==> src/hw/lbus_pkg.sv <==
// Shared types and constants for the multiplexed local bus controller.
// Assumes a single system clock running at twice the bus clock rate.
package lbus_pkg;

  localparam int ADDR_W = 20;
  localparam int DATA_W = 16;
  localparam int HI_ADDR_W = 4;

  // Cycle kind as carried on {addr_data_bit0, upper_byte_lane_n}
  typedef enum logic [1:0] {
    KIND_WORD = 2'h0,
    KIND_EVEN = 2'h1,
    KIND_ODD = 2'h2,
    KIND_REFRESH = 2'h3
  } kind_t;

  // One request from the core side
  typedef struct packed {
    logic write;
    logic is_io;
    kind_t kind;
    logic [ADDR_W-1:0] addr;
    logic [DATA_W-1:0] wdata;
  } req_t;

  // Reset values of the pin drivers, and the default upper region start address
  localparam logic RST_ALE = 1'h0;
  localparam logic RST_STROBE_N = 1'h1;
  localparam logic RST_DIR = 1'h0;
  localparam logic RST_CLKOUT = 1'h0;
  localparam logic [ADDR_W-1:0] RST_UCS_START = 20'hFFC00;

  // Bus clock is the system clock divided by this many
  localparam int CLK_DIV = 2;
  localparam int SYNC_STAGES = 2;

endpackage

==> src/hw/half_rate_clock.sv <==
// Divide-by-two bus clock generator with a bus-state advance pulse.
// Assumes the caller holds CLK_EN low to freeze the divider.
`timescale 1ns/10ps
module half_rate_clock (
  input wire logic clk,
  input wire logic rst_n,
  input wire logic clk_en,
  output logic clk_out,
  output logic phase_end
);

  // Toggle every enabled edge, giving a 50 percent duty cycle
  always_ff @(posedge clk) begin
    if (!rst_n) begin
      clk_out <= lbus_pkg::RST_CLKOUT;
    end else if (clk_en) begin
      clk_out <= ~clk_out;
    end
  end

  // High in the second half of each bus clock; states advance there
  assign phase_end = clk_out;

endmodule

==> src/hw/local_bus_interface.sv <==
// Multiplexed 16-bit local bus master: address latch strobe, byte lane
// status, transceiver control, strobes, upper chip select and bus clock.
// Assumes requests come from logic on CLK_SYS; AD and READY pins are async.
`timescale 1ns/10ps

// Functional notes
// The address latch strobe is high during the address state of every bus cycle.
// The upper byte lane enable is low whenever the cycle moves data on the upper byte.
// Bit 0 and upper lane enable together give 00 word, 01 even, 10 odd, 11 refresh.
// The bus clock output runs at half the system clock with a 50 percent duty cycle.
// The outside clock source runs at twice the intended bus rate.
// The transceiver enable is low only while data is actually on the bus.
// The direction output is high for transmit and low for receive.
// The write strobe is low while write data are valid on the bus.
// The upper select is low for memory cycles whose address lies in the upper region; the code keeps it high for refresh cycles.
// Direction is set in the address state, before the transceiver enable falls.
module local_bus_interface #(
  parameter logic [lbus_pkg::ADDR_W-1:0] UCS_START_DEFAULT = lbus_pkg::RST_UCS_START
) (
  input wire logic CLK_SYS,
  input wire logic RST_N,
  input wire logic CLK_EN,
  input wire logic [lbus_pkg::ADDR_W-1:0] UCS_START,
  input wire logic REQ_VALID,
  input wire lbus_pkg::req_t REQ,
  output logic REQ_READY,
  output logic DONE,
  output logic [lbus_pkg::DATA_W-1:0] RDATA,
  input wire logic [lbus_pkg::DATA_W-1:0] AD_IN,
  output logic [lbus_pkg::DATA_W-1:0] AD_OUT,
  output logic AD_OE,
  output logic [lbus_pkg::HI_ADDR_W-1:0] A_HI,
  input wire logic READY,
  output logic ADDRESS_LATCH_STROBE,
  output logic UPPER_BYTE_LANE_N,
  output logic TRANSCEIVER_ENABLE_N,
  output logic TRANSFER_DIRECTION,
  output logic WRITE_STROBE_N,
  output logic READ_STROBE_N,
  output logic UPPER_REGION_SELECT_N,
  output logic HALF_RATE_CLOCK_OUT
);

  typedef enum logic [2:0] {
    ST_IDLE,
    ST_T1,
    ST_T2,
    ST_T3,
    ST_T4
  } state_t;

  state_t state_reg;
  state_t state_next;
  lbus_pkg::req_t req_reg;
  logic phase_end;
  logic adv;
  logic [lbus_pkg::SYNC_STAGES-1:0] ready_sync_reg;
  logic [lbus_pkg::DATA_W-1:0] ad_sync1_reg;
  logic [lbus_pkg::DATA_W-1:0] ad_sync2_reg;
  logic ready_s;
  logic accept;
  logic in_region;
  logic data_phase;
  logic upper_lane;
  logic bit0;

  // Elaboration guard: the pin mapping below is written for these widths only
  if (lbus_pkg::ADDR_W != 20 || lbus_pkg::DATA_W != 16) begin : g_width_check
    $error("local_bus_interface: only a 20-bit address, 16-bit data bus is supported");
  end


  // Bus clock and the advance point of each bus state
  half_rate_clock u_clk (
    .clk(CLK_SYS),
    .rst_n(RST_N),
    .clk_en(CLK_EN),
    .clk_out(HALF_RATE_CLOCK_OUT),
    .phase_end(phase_end)
  );

  // States advance and requests are taken only on the late half of the bus clock
  assign adv = CLK_EN & phase_end;
  assign accept = adv & (state_reg == ST_IDLE) & REQ_VALID;

  // Two-stage synchronisers for asynchronous pins
  always_ff @(posedge CLK_SYS) begin
    if (!RST_N) begin
      ready_sync_reg <= '0;
      ad_sync1_reg <= 16'h0000;
      ad_sync2_reg <= 16'h0000;
    end else if (CLK_EN) begin
      ready_sync_reg <= {ready_sync_reg[0], READY};
      ad_sync1_reg <= AD_IN;
      ad_sync2_reg <= ad_sync1_reg;
    end
  end

  // Only the second stage is read, so a metastable first stage never leaks
  assign ready_s = ready_sync_reg[1];

  // Sequencer: one bus state per bus clock, wait states in T3
  always_comb begin
    state_next = state_reg;
    case (state_reg)
      ST_IDLE: if (accept) state_next = ST_T1;
      ST_T1: if (adv) state_next = ST_T2;
      ST_T2: if (adv) state_next = ST_T3;
      ST_T3: if (adv && ready_s) state_next = ST_T4;
      ST_T4: if (adv) state_next = ST_IDLE;
      default: state_next = ST_IDLE;
    endcase
  end

  // State register, frozen with the clock enable
  always_ff @(posedge CLK_SYS) begin
    if (!RST_N) begin
      state_reg <= ST_IDLE;
    end else if (CLK_EN) begin
      state_reg <= state_next;
    end
  end

  // Hold the request for the whole cycle
  always_ff @(posedge CLK_SYS) begin
    if (!RST_N) begin
      req_reg <= '0;
    end else if (accept) begin
      req_reg <= REQ;
    end
  end

  // Decode from the request about to be driven, so pins come from flops
  lbus_pkg::req_t cur;
  assign cur = accept ? REQ : req_reg;
  assign in_region = !cur.is_io && cur.kind != lbus_pkg::KIND_REFRESH
    && cur.addr >= UCS_START;
  assign data_phase = (state_next == ST_T2) || (state_next == ST_T3);
  // Word and odd transfers use the upper lane
  assign upper_lane = cur.kind == lbus_pkg::KIND_WORD || cur.kind == lbus_pkg::KIND_ODD;
  assign bit0 = cur.kind == lbus_pkg::KIND_ODD || cur.kind == lbus_pkg::KIND_REFRESH;

  // Address phase: latch strobe, status pair and upper address
  always_ff @(posedge CLK_SYS) begin
    if (!RST_N) begin
      ADDRESS_LATCH_STROBE <= lbus_pkg::RST_ALE;
      UPPER_BYTE_LANE_N <= lbus_pkg::RST_STROBE_N;
      A_HI <= 4'h0;
    end else if (CLK_EN) begin
      ADDRESS_LATCH_STROBE <= state_next == ST_T1;
      if (state_next == ST_T1) begin
        UPPER_BYTE_LANE_N <= ~upper_lane;
        A_HI <= cur.addr[19:16];
      end else if (state_next == ST_IDLE) begin
        UPPER_BYTE_LANE_N <= lbus_pkg::RST_STROBE_N;
      end
    end
  end

  // Multiplexed AD drivers: address in T1, write data in T2..T4
  always_ff @(posedge CLK_SYS) begin
    if (!RST_N) begin
      AD_OUT <= 16'h0000;
      AD_OE <= 1'h0;
    end else if (CLK_EN) begin
      if (state_next == ST_T1) begin
        AD_OUT <= {cur.addr[15:1], bit0};
        AD_OE <= 1'h1;
      end else if (state_next != ST_IDLE && cur.write) begin
        AD_OUT <= cur.wdata;
        AD_OE <= 1'h1;
      end else begin
        AD_OE <= 1'h0;
      end
    end
  end

  // Transceiver control; direction settles in T1, enable follows in T2
  always_ff @(posedge CLK_SYS) begin
    if (!RST_N) begin
      TRANSCEIVER_ENABLE_N <= lbus_pkg::RST_STROBE_N;
      TRANSFER_DIRECTION <= lbus_pkg::RST_DIR;
    end else if (CLK_EN) begin
      // Refresh moves no data, so buffers stay off
      TRANSCEIVER_ENABLE_N <= ~(data_phase && cur.kind != lbus_pkg::KIND_REFRESH);
      if (state_next == ST_T1) begin
        TRANSFER_DIRECTION <= cur.write;
      end else if (state_next == ST_IDLE) begin
        TRANSFER_DIRECTION <= lbus_pkg::RST_DIR;
      end
    end
  end

  // Strobes and upper select
  always_ff @(posedge CLK_SYS) begin
    if (!RST_N) begin
      WRITE_STROBE_N <= lbus_pkg::RST_STROBE_N;
      READ_STROBE_N <= lbus_pkg::RST_STROBE_N;
      UPPER_REGION_SELECT_N <= lbus_pkg::RST_STROBE_N;
    end else if (CLK_EN) begin
      WRITE_STROBE_N <= ~(data_phase && cur.write);
      READ_STROBE_N <= ~(data_phase && !cur.write);
      UPPER_REGION_SELECT_N <= ~(state_next != ST_IDLE && in_region);
    end
  end

  // Core handshake; read data taken from the synchronised pins at T3 exit
  always_ff @(posedge CLK_SYS) begin
    if (!RST_N) begin
      REQ_READY <= 1'h0;
      DONE <= 1'h0;
      RDATA <= 16'h0000;
    end else if (CLK_EN) begin
      REQ_READY <= state_next == ST_IDLE && !phase_end;
      DONE <= state_reg == ST_T4 && adv;
      if (state_reg == ST_T3 && state_next == ST_T4 && !req_reg.write) begin
        RDATA <= ad_sync2_reg;
      end
    end else begin
      DONE <= 1'h0;
    end
  end

endmodule

==> config.mk <==
export PLATFORM = sky130hd
export DESIGN_NAME = local_bus_interface
export DESIGN_NICKNAME = d
export VERILOG_FILES = /design/src/hw/lbus_pkg.sv /design/src/hw/half_rate_clock.sv /design/src/hw/local_bus_interface.sv
export SDC_FILE = /design/constraint.sdc
export NUM_CORES = 1
export LEC_CHECK = 0
export ABC_AREA = 1
export BUFFER_PORTS_ARGS = -buffer_cell sky130_fd_sc_hd__buf_2
export CAP_MARGIN = 0
export CORE_MARGIN = 5
export CORE_UTILIZATION = 49
export CTS_CLUSTER_SIZE = 25
export DETAILED_ROUTE_END_ITERATION = 7
export HOLD_SLACK_MARGIN = 0.05
export MAX_ROUTING_LAYER = met4
export PLACE_DENSITY = 0.88
export SLEW_MARGIN = 30
export SYNTH_ARGS = -nofsm -noshare
export SYNTH_HDL_FRONTEND = slang
export SYNTH_HIERARCHICAL = 1
export SYNTH_SLANG_ARGS = --single-unit
==> constraint.sdc <==
create_clock -name CLK_SYS -period 2.4 [get_ports CLK_SYS]
set_input_delay 0.36 -clock CLK_SYS [delete_from_list [all_inputs] [get_ports CLK_SYS]]
set_output_delay 0.36 -clock CLK_SYS [all_outputs]
set_load 0.05 [all_outputs]
# After elaboration in Yosys (flattened, before gate mapping)
# Index checks and enable logic that the tools add are counted.
# word_totals
out_inout_bits,47
in_bits,81
wordCells,89
regBits,124
# classes
muxes,15
n_eq_ne,11
n_lt_le_gt_ge,1
n_bitwise,9
n_reduce_logical,30
# ops
op,n
$mux 40,1
$mux 16,2
$ge 20x20->1,1
$mux 3,5
$pmux 3 s5,1
$eq 3x2->1 const B,4
$logic_and 1x1->1,12
$reduce_and 2->1,5
$eq 3x1->1 const B,2
$eq 3x3->1 const B,2
$logic_not 3->1,2
$mux 1,6
$not 1->1,6
$eq 2x2->1 const B,2
$logic_not 1->1,4
$reduce_bool 2->1,2
$and 1x1->1,3
$logic_or 1x1->1,3
$reduce_bool 3->1,1
$logic_not 2->1,1
$ne 2x2->1 const B,1

# Longest topological paths before layout
# Gate-level depths: netlist of run 1.
# depth
ltp_word,9
mapped_depth,20
depth_no_buf,18

# By module
# The synthesis of run 1 kept the hierarchy.
# by_module_without_submodules
module,area_each_um2,seq_area_each_um2,cells_each,instances
local_bus_interface,5684.2,2462.4,826,1
half_rate_clock,42.5,20.0,6,1

# Worst setup path after synthesis of run 1
# OpenSTA, ideal clock, no wires.
# synth_path
path_kind,register to register
start,register u_clk.clk_out
end,register UPPER_REGION_SELECT_N
required_time_ns,2.285
t_arrival_ns,2.526
stages_incl_launch_ff,19
period_less_slack_ns,2.641
setup_time_ns,0.115
n_path_buf,3
setup_slack_ns,-0.241
cell_sequence,dfxtp_1 > buf_4 > nand2_4 > nor2_4 > nand2_4 > buf_6 > buf_2 > nand2_1 > o21ai_2 > ha_1 > nand2_1 > nor2_1 > nand2_1 > nor2_1 > nand2_1 > nand4_1 > nand2_1 > nand2_1 > nand2_1
# synth_lines
element,line_no,text
"start, declared",half_rate_clock.sv:8,"output logic clk_out,"
"start signal, assigned",half_rate_clock.sv:15,clk_out <= lbus_pkg::RST_CLKOUT;
"start signal, assigned",half_rate_clock.sv:17,clk_out <= ~clk_out;
"end signal, assigned",local_bus_interface.sv:199,UPPER_REGION_SELECT_N <= lbus_pkg::RST_STROBE_N;
"end signal, assigned",local_bus_interface.sv:203,UPPER_REGION_SELECT_N <= ~(state_next != ST_IDLE && in_region);
"end, declared",local_bus_interface.sv:40,"output logic UPPER_REGION_SELECT_N,"

==> impl_metrics.tcl, run 1 <==
set metrics [dict create \
    place.gp.congestion 0.891 \
    insertion_delay_ns 0.42 \
    grt_pass1_wl_mm 24.3 \
    drt_iter0_markers 504 \
    synthesis.nets 933 \
    final_nets 1068 \
    maxSlewViolCount 0 \
    largest_register_ffs 40 \
    root_buffer "clkbuf_16" \
    cp.buffers_inverters 4 \
    wl_mm 15.2 \
    slew_headroom_pct 58.7 \
    status "completed" \
    peakVddDrop_uv 639 \
    die-area_mm2 0.0139 \
    grt_max_degree 57 \
    clk_pin_slew_ns 0.06 \
    syn-instance-count 832 \
    dp_slack_ns 0.0245 \
    drive_gt1_share_pct 22.3 \
    wl_per_cell_um 13.5 \
    cp-end-kind "register" \
    drt-pass1-iter-count 6 \
    grt_usage_pct 21.7 \
    r2r_cells 19 \
    fp-row-count 39 \
    drt.antenna.violating_nets 0 \
    syn_to_final_growth_pct 27.5 \
    num_io_pins 128 \
    hpwl_mm 10.1 \
    crit_path_start_kind "register" \
    r2r_slack_ns 0.17 \
    p_int_mw 4.11 \
    synth_area_mm2 0.00573 \
    placed_cells 1081 \
    vias_per_cell 4.88 \
    crit_required_ns 2.75 \
    die_h_um 118 \
    seqPwrFrac_pct 38.8 \
    yosysSeqAreaShare_pct 43.3 \
    grt_pass1_vias 5177 \
    combinationalPowerShare_pct 14.2 \
    cap_violations 0 \
    rsz0062_at_grt "yes" \
    h-tree-depth 4 \
    grt.busiest_layer "met2" \
    cpMaxStageDelayCell "dfxtp_1" \
    p_clk_share_pct 47.0 \
    tightest_slew_ns 0.618 \
    start_util_pct 50.2 \
    cts_buffer_depth 2 \
    hp-start "AD_IN[14]" \
    synth_top_area_share_pct 43.3 \
    netSwitchingFraction_pct 27.8 \
    syn-mean-instance-area_um2 6.88 \
    path_class "register to register" \
    grt_use_met3_pct 5.91 \
    postCtsHoldBufs 0 \
    switchingPower_mw 1.58 \
    yosys.area.top_type "dfxtp_1" \
    drc 0 \
    setup_ws_ns 0.172 \
    crit_top_cell "nand2_1" \
    synthDistinctLibCells 29 \
    cp_slowest_stage_delay_ns 0.31 \
    chipWidth_um 118 \
    hold_depth 3 \
    final.setup_skew_ns 0.00955 \
    worstHoldPathType "primary input to register" \
    hold_violations 0 \
    gr-usage-met2_pct 34.1 \
    grtUsageMet1_pct 26.7 \
    r2r-start "state_reg[1]" \
    fin_crit_sh_pct 92.8 \
    fmax_ghz 0.449 \
    r2r_end "UPPER_REGION_SELECT_N" \
    clock-sinks 124 \
    vias 5483 \
    hold_end "ad_sync1_reg[14]" \
    critPathMaxFanout 12 \
    path_delay_family "simple AND/OR/NAND/NOR gates" \
    cts_made_buffers 17 \
    crit_chain "inv_2, nand2_1, nor2_4, buf_12, nand2_8, buf_12, o21ai_1, ha_1, nand2_1, inv_1, nand2_1, nand2_1, nand2_1, nand2_1, nand2_1, nand4_1, nand2_1, nand2_1, nand2_1" \
    antenna_found_initial 1 \
    yosysWarnings 6 \
    cts_tree "done" \
    pwr_density_cell_mw_per_mm2 780 \
    setup_viol 0 \
    synth-seq-cells 124 \
    fin_cells 1124 \
    cp.arrival_ns 2.58 \
    core-area_mm2 0.0114 \
    min_period_ns 2.23 \
    grt-ovfl-total 0 \
    yosys-top-cells-area "dfxtp_1 (43%), nand2_1 (13%), nor2_1 (10%)" \
    port_buffers 127 \
    leakagePower_nw 3.73 \
]
==> stage by stage <==
| stage | setup TNS, ns | power, mW | utilization (%) | hold WS, ns | instance area [µm²] |
|---|---|---|---|---|---|
| final | 0 | 5.69 | 64.0 | 0.163 | 7300 |
| after global routing | -0.0359 | 5.91 | 64.0 | 0.159 | 7300 |
| after CTS | 0 | 5.69 | 62.5 | 0.152 | 7130 |
| after detailed placement | 0 | 3.02 | 57.0 | 0.452 | 6510 |
| after global placement | 0 | 3.00 | 57.0 | 0.445 | 6510 |
| after floorplan | 0 | 2.79 | - | 0.446 | 5730 |
==> layer usage <==
metal / share of wire [%] / up-vias
li1: - / 2816
met1: 44 / 2431
met2: 47 / 208
met3: 7.3 / 28
met4: 2.4 / 0
met5: 0 / -
==> cells in the final DEF, fill, tap and decap left out, types with 2 or more instances in the layout <==
master      Yosys  routed
o21ai_0        41      41
nand3_1        31      31
buf_6           6       3
clkinv_1        2       2
inv_2           4       5
nor2_4          4       4
nor2_1        155     150
clkinvlp_4      0       3
ha_1           20      20
buf_2           7     127
nand2_4         2       4
nand2_2         2       2
o21ai_2         7       8
o21ai_1        15      14
bufinv_16       0       3
clkbuf_16       0      18
buf_4           4      19
o21a_1         16      16
inv_1         121     120
buf_12          0       5
clkinv_4        0       2
nor2_2          0       5
inv_6           0       4
a21oi_1        37      37
nand2_1       201     200
dfxtp_1       124     123
==> layout make-up <==
class                   count  area (µm²)
fillers                   966        4120
clock buffers              18         439
multi-input cells         542        2600
diodes                      1        2.50
clock inverters            14         183
flip-flops and latches    124        2490
repair buffers            155         937
inverters                 127         477
well taps                 143         179
==> kinds of logic after synthesis <==
group	synth area share (%)
AND/OR/NAND/NOR	28.4
buffers and inverters	12.2
flip-flops	43.3
AO/OA/AOI/OAI	11.5
adder cells (fa/ha/maj)	4.37
multiplexers	0.175
==> worst max path at each step <==
stage                     cells past startpoint          start               endpoint
after floorplan                              18  u_clk/clk_out  UPPER_REGION_SELECT_N
after global placement                       17         CLK_EN  UPPER_REGION_SELECT_N
after detailed placement                     17         CLK_EN  UPPER_REGION_SELECT_N
after CTS                                    12   state_reg[2]             AD_OUT[14]
after global routing                         18   state_reg[1]  UPPER_REGION_SELECT_N
final                                        19   state_reg[1]  UPPER_REGION_SELECT_N
==> power by group through the flow <==
stage               Clock (mW)  Sequential [mW]  Combinational [mW]
floorplan                    0             2.38               0.408
global placement             0             2.25               0.753
detailed placement           0             2.25               0.766
CTS                       2.71             2.21               0.774
global route              2.80             2.22               0.892
finish                    2.68             2.21               0.808
==> synth_stat cells, drive strengths merged <==
cell type  count
nor2         159
a21oi         37
clkbuf        24
nand3b         1
o21ai         63
buf           17
nor3           1
a21o           1
mux2i          1
nand3         33
a31oi          1
ha            20
inv          125
nor4           1
nand2        205
dfxtp        124
clkinv         2
nand4          1
o21a          16
==> worst reg2reg max path: stages (launching register included) <==
cell     delay (ns)
dfxtp_1        0.31
inv_2          0.08
nand2_1        0.09
nor2_4         0.13
buf_12         0.14
nand2_8        0.08
buf_12         0.15
o21ai_1        0.24
ha_1           0.30
nand2_1        0.11
inv_1          0.05
nand2_1        0.05
nand2_1        0.05
nand2_1        0.05
nand2_1        0.05
nand2_1        0.05
nand4_1        0.06
nand2_1        0.07
nand2_1        0.04
nand2_1        0.07
==> what timing repair did <==
item / CTS / global route
setup endpoints to repair: 0 / 15
resized for setup: 0 / 12
setup buffers: 0 / 7
Note: power is estimated with default switching activity, not from simulation.
==> run 2: changes to the inputs <==
ABC_AREA = unset   (was 1)
==> run 2 against run 1 <==
Effect of this change: the flow now finishes with violations (setup timing); critical path depth fell by 7; utilization rose by 1.6 points; synthesized area down 2.3%; clock skew down 0.0023 ns; cell area increased by 1.6%; first-iteration DRC count down 57%; count of clock-buffer cells in the layout grew 1; die area fell by 2.1%; wire length shrank 5.5%; combinational power shrank 34%; total power decreased by 5.2%; worst hold slack better by 0.046 ns.
==> impl_metrics.tcl, run 2 <==
set metrics [dict create \
    status "finished, violations left" \
    violations "setup timing" \
    start_util_pct 49.4 \
    core-area_mm2 0.0113 \
    root_buffer "clkbuf_16" \
    dp_slack_ns -0.561 \
    grt_pass1_vias 4831 \
    drt_iter0_markers 219 \
    tightest_slew_ns 0.798 \
    peakVddDrop_uv 797 \
    die-area_mm2 0.0137 \
    yosys-top-cells-area "dfxtp_1 (44%), mux2i_1 (19%), nor2b_1 (10%)" \
    regArea_mm2 0.00249 \
    postCtsHoldBufs 0 \
    syn-instance-count 576 \
    cp-end-kind "register" \
    vias_per_cell 5.15 \
    leakagePower_nw 3.45 \
    largest_register_ffs 40 \
    worstHoldPathType "primary input to register" \
    clk_pin_slew_ns 0.06 \
    insertion_delay_ns 0.41 \
    final_nets 838 \
    fmax_ghz 0.368 \
    n_antenna_cell 0 \
    grtUsageMet1_pct 23.1 \
    fp-row-count 39 \
    ys.flop_type "dfxtp_1" \
    rsz0062_at_grt "yes" \
    port_buffers 127 \
    crit_required_ns 2.72 \
    place.gp.congestion 0.872 \
    pwr_density_cell_mw_per_mm2 728 \
    critPathMaxFanout 5 \
    cts_tree "done" \
    antenna_found_initial 0 \
    die_h_um 117 \
    slew_headroom_pct 46.8 \
    r2r-start "state_reg[0]" \
    hold-worst-slack_ns 0.209 \
    multi_input_area_mm2 0.00291 \
    setup_ws_ns -0.320 \
    synth-edff-count 0 \
    synthesis.nets 677 \
    synth-async-reset-ratio_pct 0 \
    drc 0 \
    grt.busiest_layer "met2" \
    yosys.area.top_type "dfxtp_1" \
    cp.arrival_ns 3.04 \
    dpl_cell_area_mm2 0.00663 \
    yosysSeqAreaShare_pct 44.4 \
    r2r_slack_ns -0.32 \
    min_period_ns 2.72 \
    synth_common_cells "dfxtp_1 (124), mux2i_1 (106), nor2b_1 (92)" \
    hold_violations 0 \
    grt_pass1_wl_mm 22.3 \
    cts_buffer_depth 2 \
    grt-ovfl-total 0 \
    setup_viol 1 \
    num_io_pins 128 \
    drt-pass1-iter-count 4 \
    hpwl_mm 9.88 \
    chipWidth_um 117 \
    yosysWarnings 6 \
    grt_usage_pct 21.4 \
    path_class "register to register" \
    drt.antenna.violating_nets 0 \
    syn_to_final_growth_pct 32.6 \
    n_fill_cell 832 \
    synth_area_mm2 0.00559 \
    vias 4603 \
    cts_made_buffers 17 \
    cp-endpoint "UPPER_REGION_SELECT_N" \
    fin_crit_sh_pct 113 \
    grt_max_degree 56 \
    h-tree-depth 4 \
    cp-startpoint "state_reg[0]" \
    final_common_cell "buf_2" \
    synth_top_area_share_pct 44.4 \
    gr-usage-met2_pct 36.1 \
    grt_use_met3_pct 5.81 \
    r2r_end "UPPER_REGION_SELECT_N" \
    wl_per_cell_um 16.1 \
    yosysMostFrequentCell "dfxtp_1" \
    most-common-layout-cells "buf_2 (127), dfxtp_1 (123), mux2i_1 (99)" \
    syn-mean-instance-area_um2 9.71 \
    synthDistinctLibCells 44 \
    r2r_cells 12 \
    crit_path_start_kind "register" \
    cap_violations 0 \
    wl_mm 14.4 \
    synth-seq-cells 124 \
    fin_area_mm2 0.00742 \
    maxSlewViolCount 0 \
    clock-sinks 124 \
    drive_gt1_share_pct 31.1 \
    final.setup_skew_ns 0.00721 \
]
## run 2: cell types whose count changed after synthesis, moves of 22 or more
| cell | change |
|---|---|
| nand2_1 | -148 |
| nor2_1 | -146 |
| mux2i_1 | +105 |
| a21oi_1 | -28 |
| nor2b_1 | +92 |
| inv_1 | -82 |
| nand3_1 | -22 |
| o21ai_0 | -31 |
## run 2: how the worst min path moves through the flow
stage                                start         endpoint  slack [ns]  depth (start not counted)
after global placement            RDATA[8]         RDATA[8]        0.44                          2
after CTS                         AD_IN[7]  ad_sync1_reg[7]        0.20                          3
after detailed placement          RDATA[9]         RDATA[9]        0.45                          2
after floorplan           ad_sync2_reg[10]        RDATA[10]        0.43                          2
final                             AD_IN[7]  ad_sync1_reg[7]        0.21                          3
after global routing              AD_IN[9]  ad_sync1_reg[9]        0.21                          3
## run 2: report_power, final
part	internal (mW)	leakage, nW	switching (mW)	total (mW)
clock	1.77	0.296	0.954	2.72
combinational	0.260	2.15	0.273	0.533
sequential	2.11	1.01	0.0282	2.14
## run 2: kinds of logic after synthesis
kind of cell               after synthesis  synth area share, %
muxes                                  106                 19.0
xor gates and xnor gates                 1                0.157
and+or+nand+nor                        185                 18.3
DFF                                    124                 44.4
adders and majority gates               20                 4.47
AOI/OAI and AO/OA                       66                 8.05
buffers and inverters                   74                 5.66
## run 2: layer usage
layer | wire length, µm | vias up | share of wire (%)
met5 | 0 | - | 0
met4 | 453 | 0 | 3.2
met3 | 873 | 41 | 6.1
met2 | 7270 | 146 | 51
met1 | 5770 | 2167 | 40
li1 | - | 2249 | -
## run 2: worst max-delay path: stages, from the launching register on
cell	delay [ns]
dfxtp_1	0.33
nor4_4	0.28
buf_6	0.17
buf_6	0.14
mux2i_2	0.25
inv_1	0.08
ha_1	0.29
and4_1	0.23
o21ai_2	0.07
o221ai_2	0.14
a221oi_2	0.33
o31ai_2	0.10
a32oi_1	0.22
## run 2: per-stage QoR
stage | util (%) | power, mW | setup TNS [ns] | cells
after CTS | 64.9 | 5.41 | -0.269 | 893
after detailed placement | 58.6 | 2.68 | -1.57 | 858
final | 65.5 | 5.40 | -0.320 | 893
after global routing | 65.5 | 5.57 | -0.483 | 893
after global placement | 58.6 | 2.65 | -0.771 | 858
after floorplan | - | 2.49 | -0.253 | 576
## run 2: final cells by class
cell class | instances | share of cell area, %
multi-input combinational | 378 | 39.3
timing repair buffer | 177 | 14.3
clock buffer | 19 | 5.97
tap | 143 | 2.41
clock inverter | 13 | 2.56
sequential | 124 | 33.5
inverter | 39 | 1.97
## run 2: timing repair
action                     4_1_cts  5_1_grt
setup endpoints to repair        3        1
setup buffers                    3        0
gates cloned                     0        0
gates resized for setup         15       13
pin swaps                        7        3
==> run 3: changes to the inputs <==
CORE_UTILIZATION = 50   (was 49)
CTS_BUF_LIST = sky130_fd_sc_hd__clkbuf_8   (was unset)
PLACE_DENSITY = 0.9   (was 0.88)
==> run 3 against run 2 <==
Effect of this change: the flow still finishes with violations (setup timing); clock power is 35% lower; largest power group is now registers; worst hold slack worse by 0.028 ns; sequential power hardly changed; first-iteration DRC count is 47% higher; register-to-register slack worse by 0.03 ns; maximum frequency is 1.0% lower.
==> impl_metrics.tcl, run 3 (synthesis results as in run 2) <==
set metrics [dict create \
    status "finished, violations left" \
    violations "setup timing" \
    leakagePower_nw 3.46 \
    vias 4726 \
    fin_cells 911 \
    die_h_um 116 \
    insertion_delay_ns 0.44 \
    core-area_mm2 0.0109 \
    crit_path_start_kind "register" \
    antenna_found_initial 0 \
    port_buffers 127 \
    final_common_cell "buf_2" \
    hpwl_mm 10.3 \
    vias_per_cell 5.19 \
    tightest_slew_ns 0.764 \
    grt_pass1_vias 4982 \
    pwr_density_cell_mw_per_mm2 607 \
    drive_gt1_share_pct 33.6 \
    fmax_ghz 0.364 \
    grt_pass1_wl_mm 23.8 \
    placed_cells 864 \
    cp-end-kind "register" \
    place.gp.congestion 0.897 \
    setup_viol 1 \
    cts_buffer_depth 2 \
    maxSlewViolCount 0 \
    cts_made_buffers 17 \
    crit_required_ns 2.71 \
    chipWidth_um 116 \
    seqPwrFrac_pct 47.5 \
    start_util_pct 51.4 \
    fp-row-count 38 \
    largest_register_ffs 40 \
    drc 0 \
    grt_usage_pct 23.5 \
    peakVddDrop_uv 454 \
    h-tree-depth 4 \
    netSwitchingFraction_pct 26.3 \
    hold_violations 0 \
    fin_crit_sh_pct 114 \
    grt-ovfl-total 0 \
    path_class "register to register" \
    wl_mm 15.2 \
    combinationalPowerShare_pct 12.9 \
    slew_headroom_pct 49.0 \
    grt_max_degree 76 \
    rsz0062_at_grt "yes" \
    finalSetupTns_ns -0.348 \
    worstHoldPathType "primary input to register" \
    p_clk_share_pct 39.6 \
    drt.antenna.violating_nets 0 \
    drt-pass1-iter-count 5 \
    clk_pin_slew_ns 0.07 \
    dp_slack_ns -0.478 \
    cp.arrival_ns 3.05 \
    final.setup_skew_ns 0.00694 \
    cts_tree "done" \
    setup_ws_ns -0.348 \
    cap_violations 0 \
    switchingPower_mw 1.18 \
    final_nets 857 \
    p_int_mw 3.32 \
    critPathMaxFanout 4 \
    die-area_mm2 0.0134 \
    syn_to_final_growth_pct 32.7 \
    postCtsHoldBufs 0 \
    n_fill_cell 800 \
    root_buffer "clkbuf_8" \
    wl_per_cell_um 16.7 \
    drt_iter0_markers 321 \
    clock-sinks 124 \
    min_period_ns 2.75 \
    num_io_pins 128 \
    most-common-layout-cells "buf_2 (127), dfxtp_1 (123), mux2i_1 (96)" \
]
[run 3: cell types whose count changed in the layout (fill, tap and decap cells not counted), sizes merged]
cell,delta
buf,+19
bufinv,-2
clkbuf,-2
clkinv,+4
clkinvlp,-2
diode,+2
inv,+2
[run 3: layout make-up]
| cell class | count | area (µm²) | share of cell area (%) |
|---|---|---|---|
| multi-input combinational | 378 | 2960 | 39.9 |
| sequential | 124 | 2490 | 33.5 |
| clock inverter | 15 | 149 | 2.01 |
| timing repair buffer | 196 | 1260 | 17.0 |
| tap | 140 | 175 | 2.36 |
| inverter | 39 | 146 | 1.97 |
| clock buffer | 17 | 234 | 3.15 |
| antenna | 2 | 5.00 | 0.0674 |
[run 3: power by group through the flow]
| stage | clock network, mW | logic, mW | registers (mW) |
|---|---|---|---|
| after global placement | 0 | 0.487 | 2.18 |
| after global routing | 1.92 | 0.625 | 2.14 |
| after detailed placement | 0 | 0.511 | 2.18 |
| after floorplan | 0 | 0.285 | 2.20 |
| final | 1.78 | 0.581 | 2.14 |
| after CTS | 1.81 | 0.552 | 2.14 |
[run 3: metrics by stage]
step / total power [mW] / util [%] / hold WS (ns) / instance area [µm²]
after detailed placement: 2.69 / 61.8 / 0.451 / 6730
final: 4.50 / 68.2 / 0.180 / 7420
after global routing: 4.69 / 68.1 / 0.169 / 7420
after floorplan: 2.49 / - / 0.430 / 5620
after CTS: 4.50 / 67.4 / 0.165 / 7340
after global placement: 2.67 / 61.8 / 0.442 / 6730
[run 3: critical path: stages, from the launching register on]
cell	delay [ns]
dfxtp_4	0.36
nand2_4	0.05
nor4_4	0.22
buf_6	0.18
buf_12	0.11
buf_16	0.11
mux2i_4	0.23
inv_2	0.07
ha_4	0.28
and4_1	0.24
o21ai_2	0.08
o221ai_2	0.21
a221oi_2	0.09
o31ai_1	0.22
a32oi_1	0.15
[run 3: layer usage]
| layer | track usage, % | up-vias | part of all wire, % |
|---|---|---|---|
| met5 | - | - | 0 |
| met4 | 11.1 | 0 | 3.1 |
| met3 | 6.89 | 42 | 5.7 |
| met2 | 39.3 | 172 | 51 |
| met1 | 25.6 | 2213 | 40 |
| li1 | - | 2299 | - |
[run 3: final timing paths]
path | startpoint | end | slack (ns) | cells past startpoint
min reg2reg | ad_sync2_reg[8] | RDATA[8] | 0.46 | 2
min | READY | ready_sync_reg[0] | 0.18 | 3
max | u_clk/clk_out | UPPER_REGION_SELECT_N | -0.35 | 14
max reg2reg | u_clk/clk_out | UPPER_REGION_SELECT_N | -0.35 | 14
[run 3: what timing repair did]
action	in CTS	in global routing
gates resized for setup	21	14
pin swaps	6	5
endpoints found under the setup margin	1	1
setup buffers	12	0
cloned	1	0
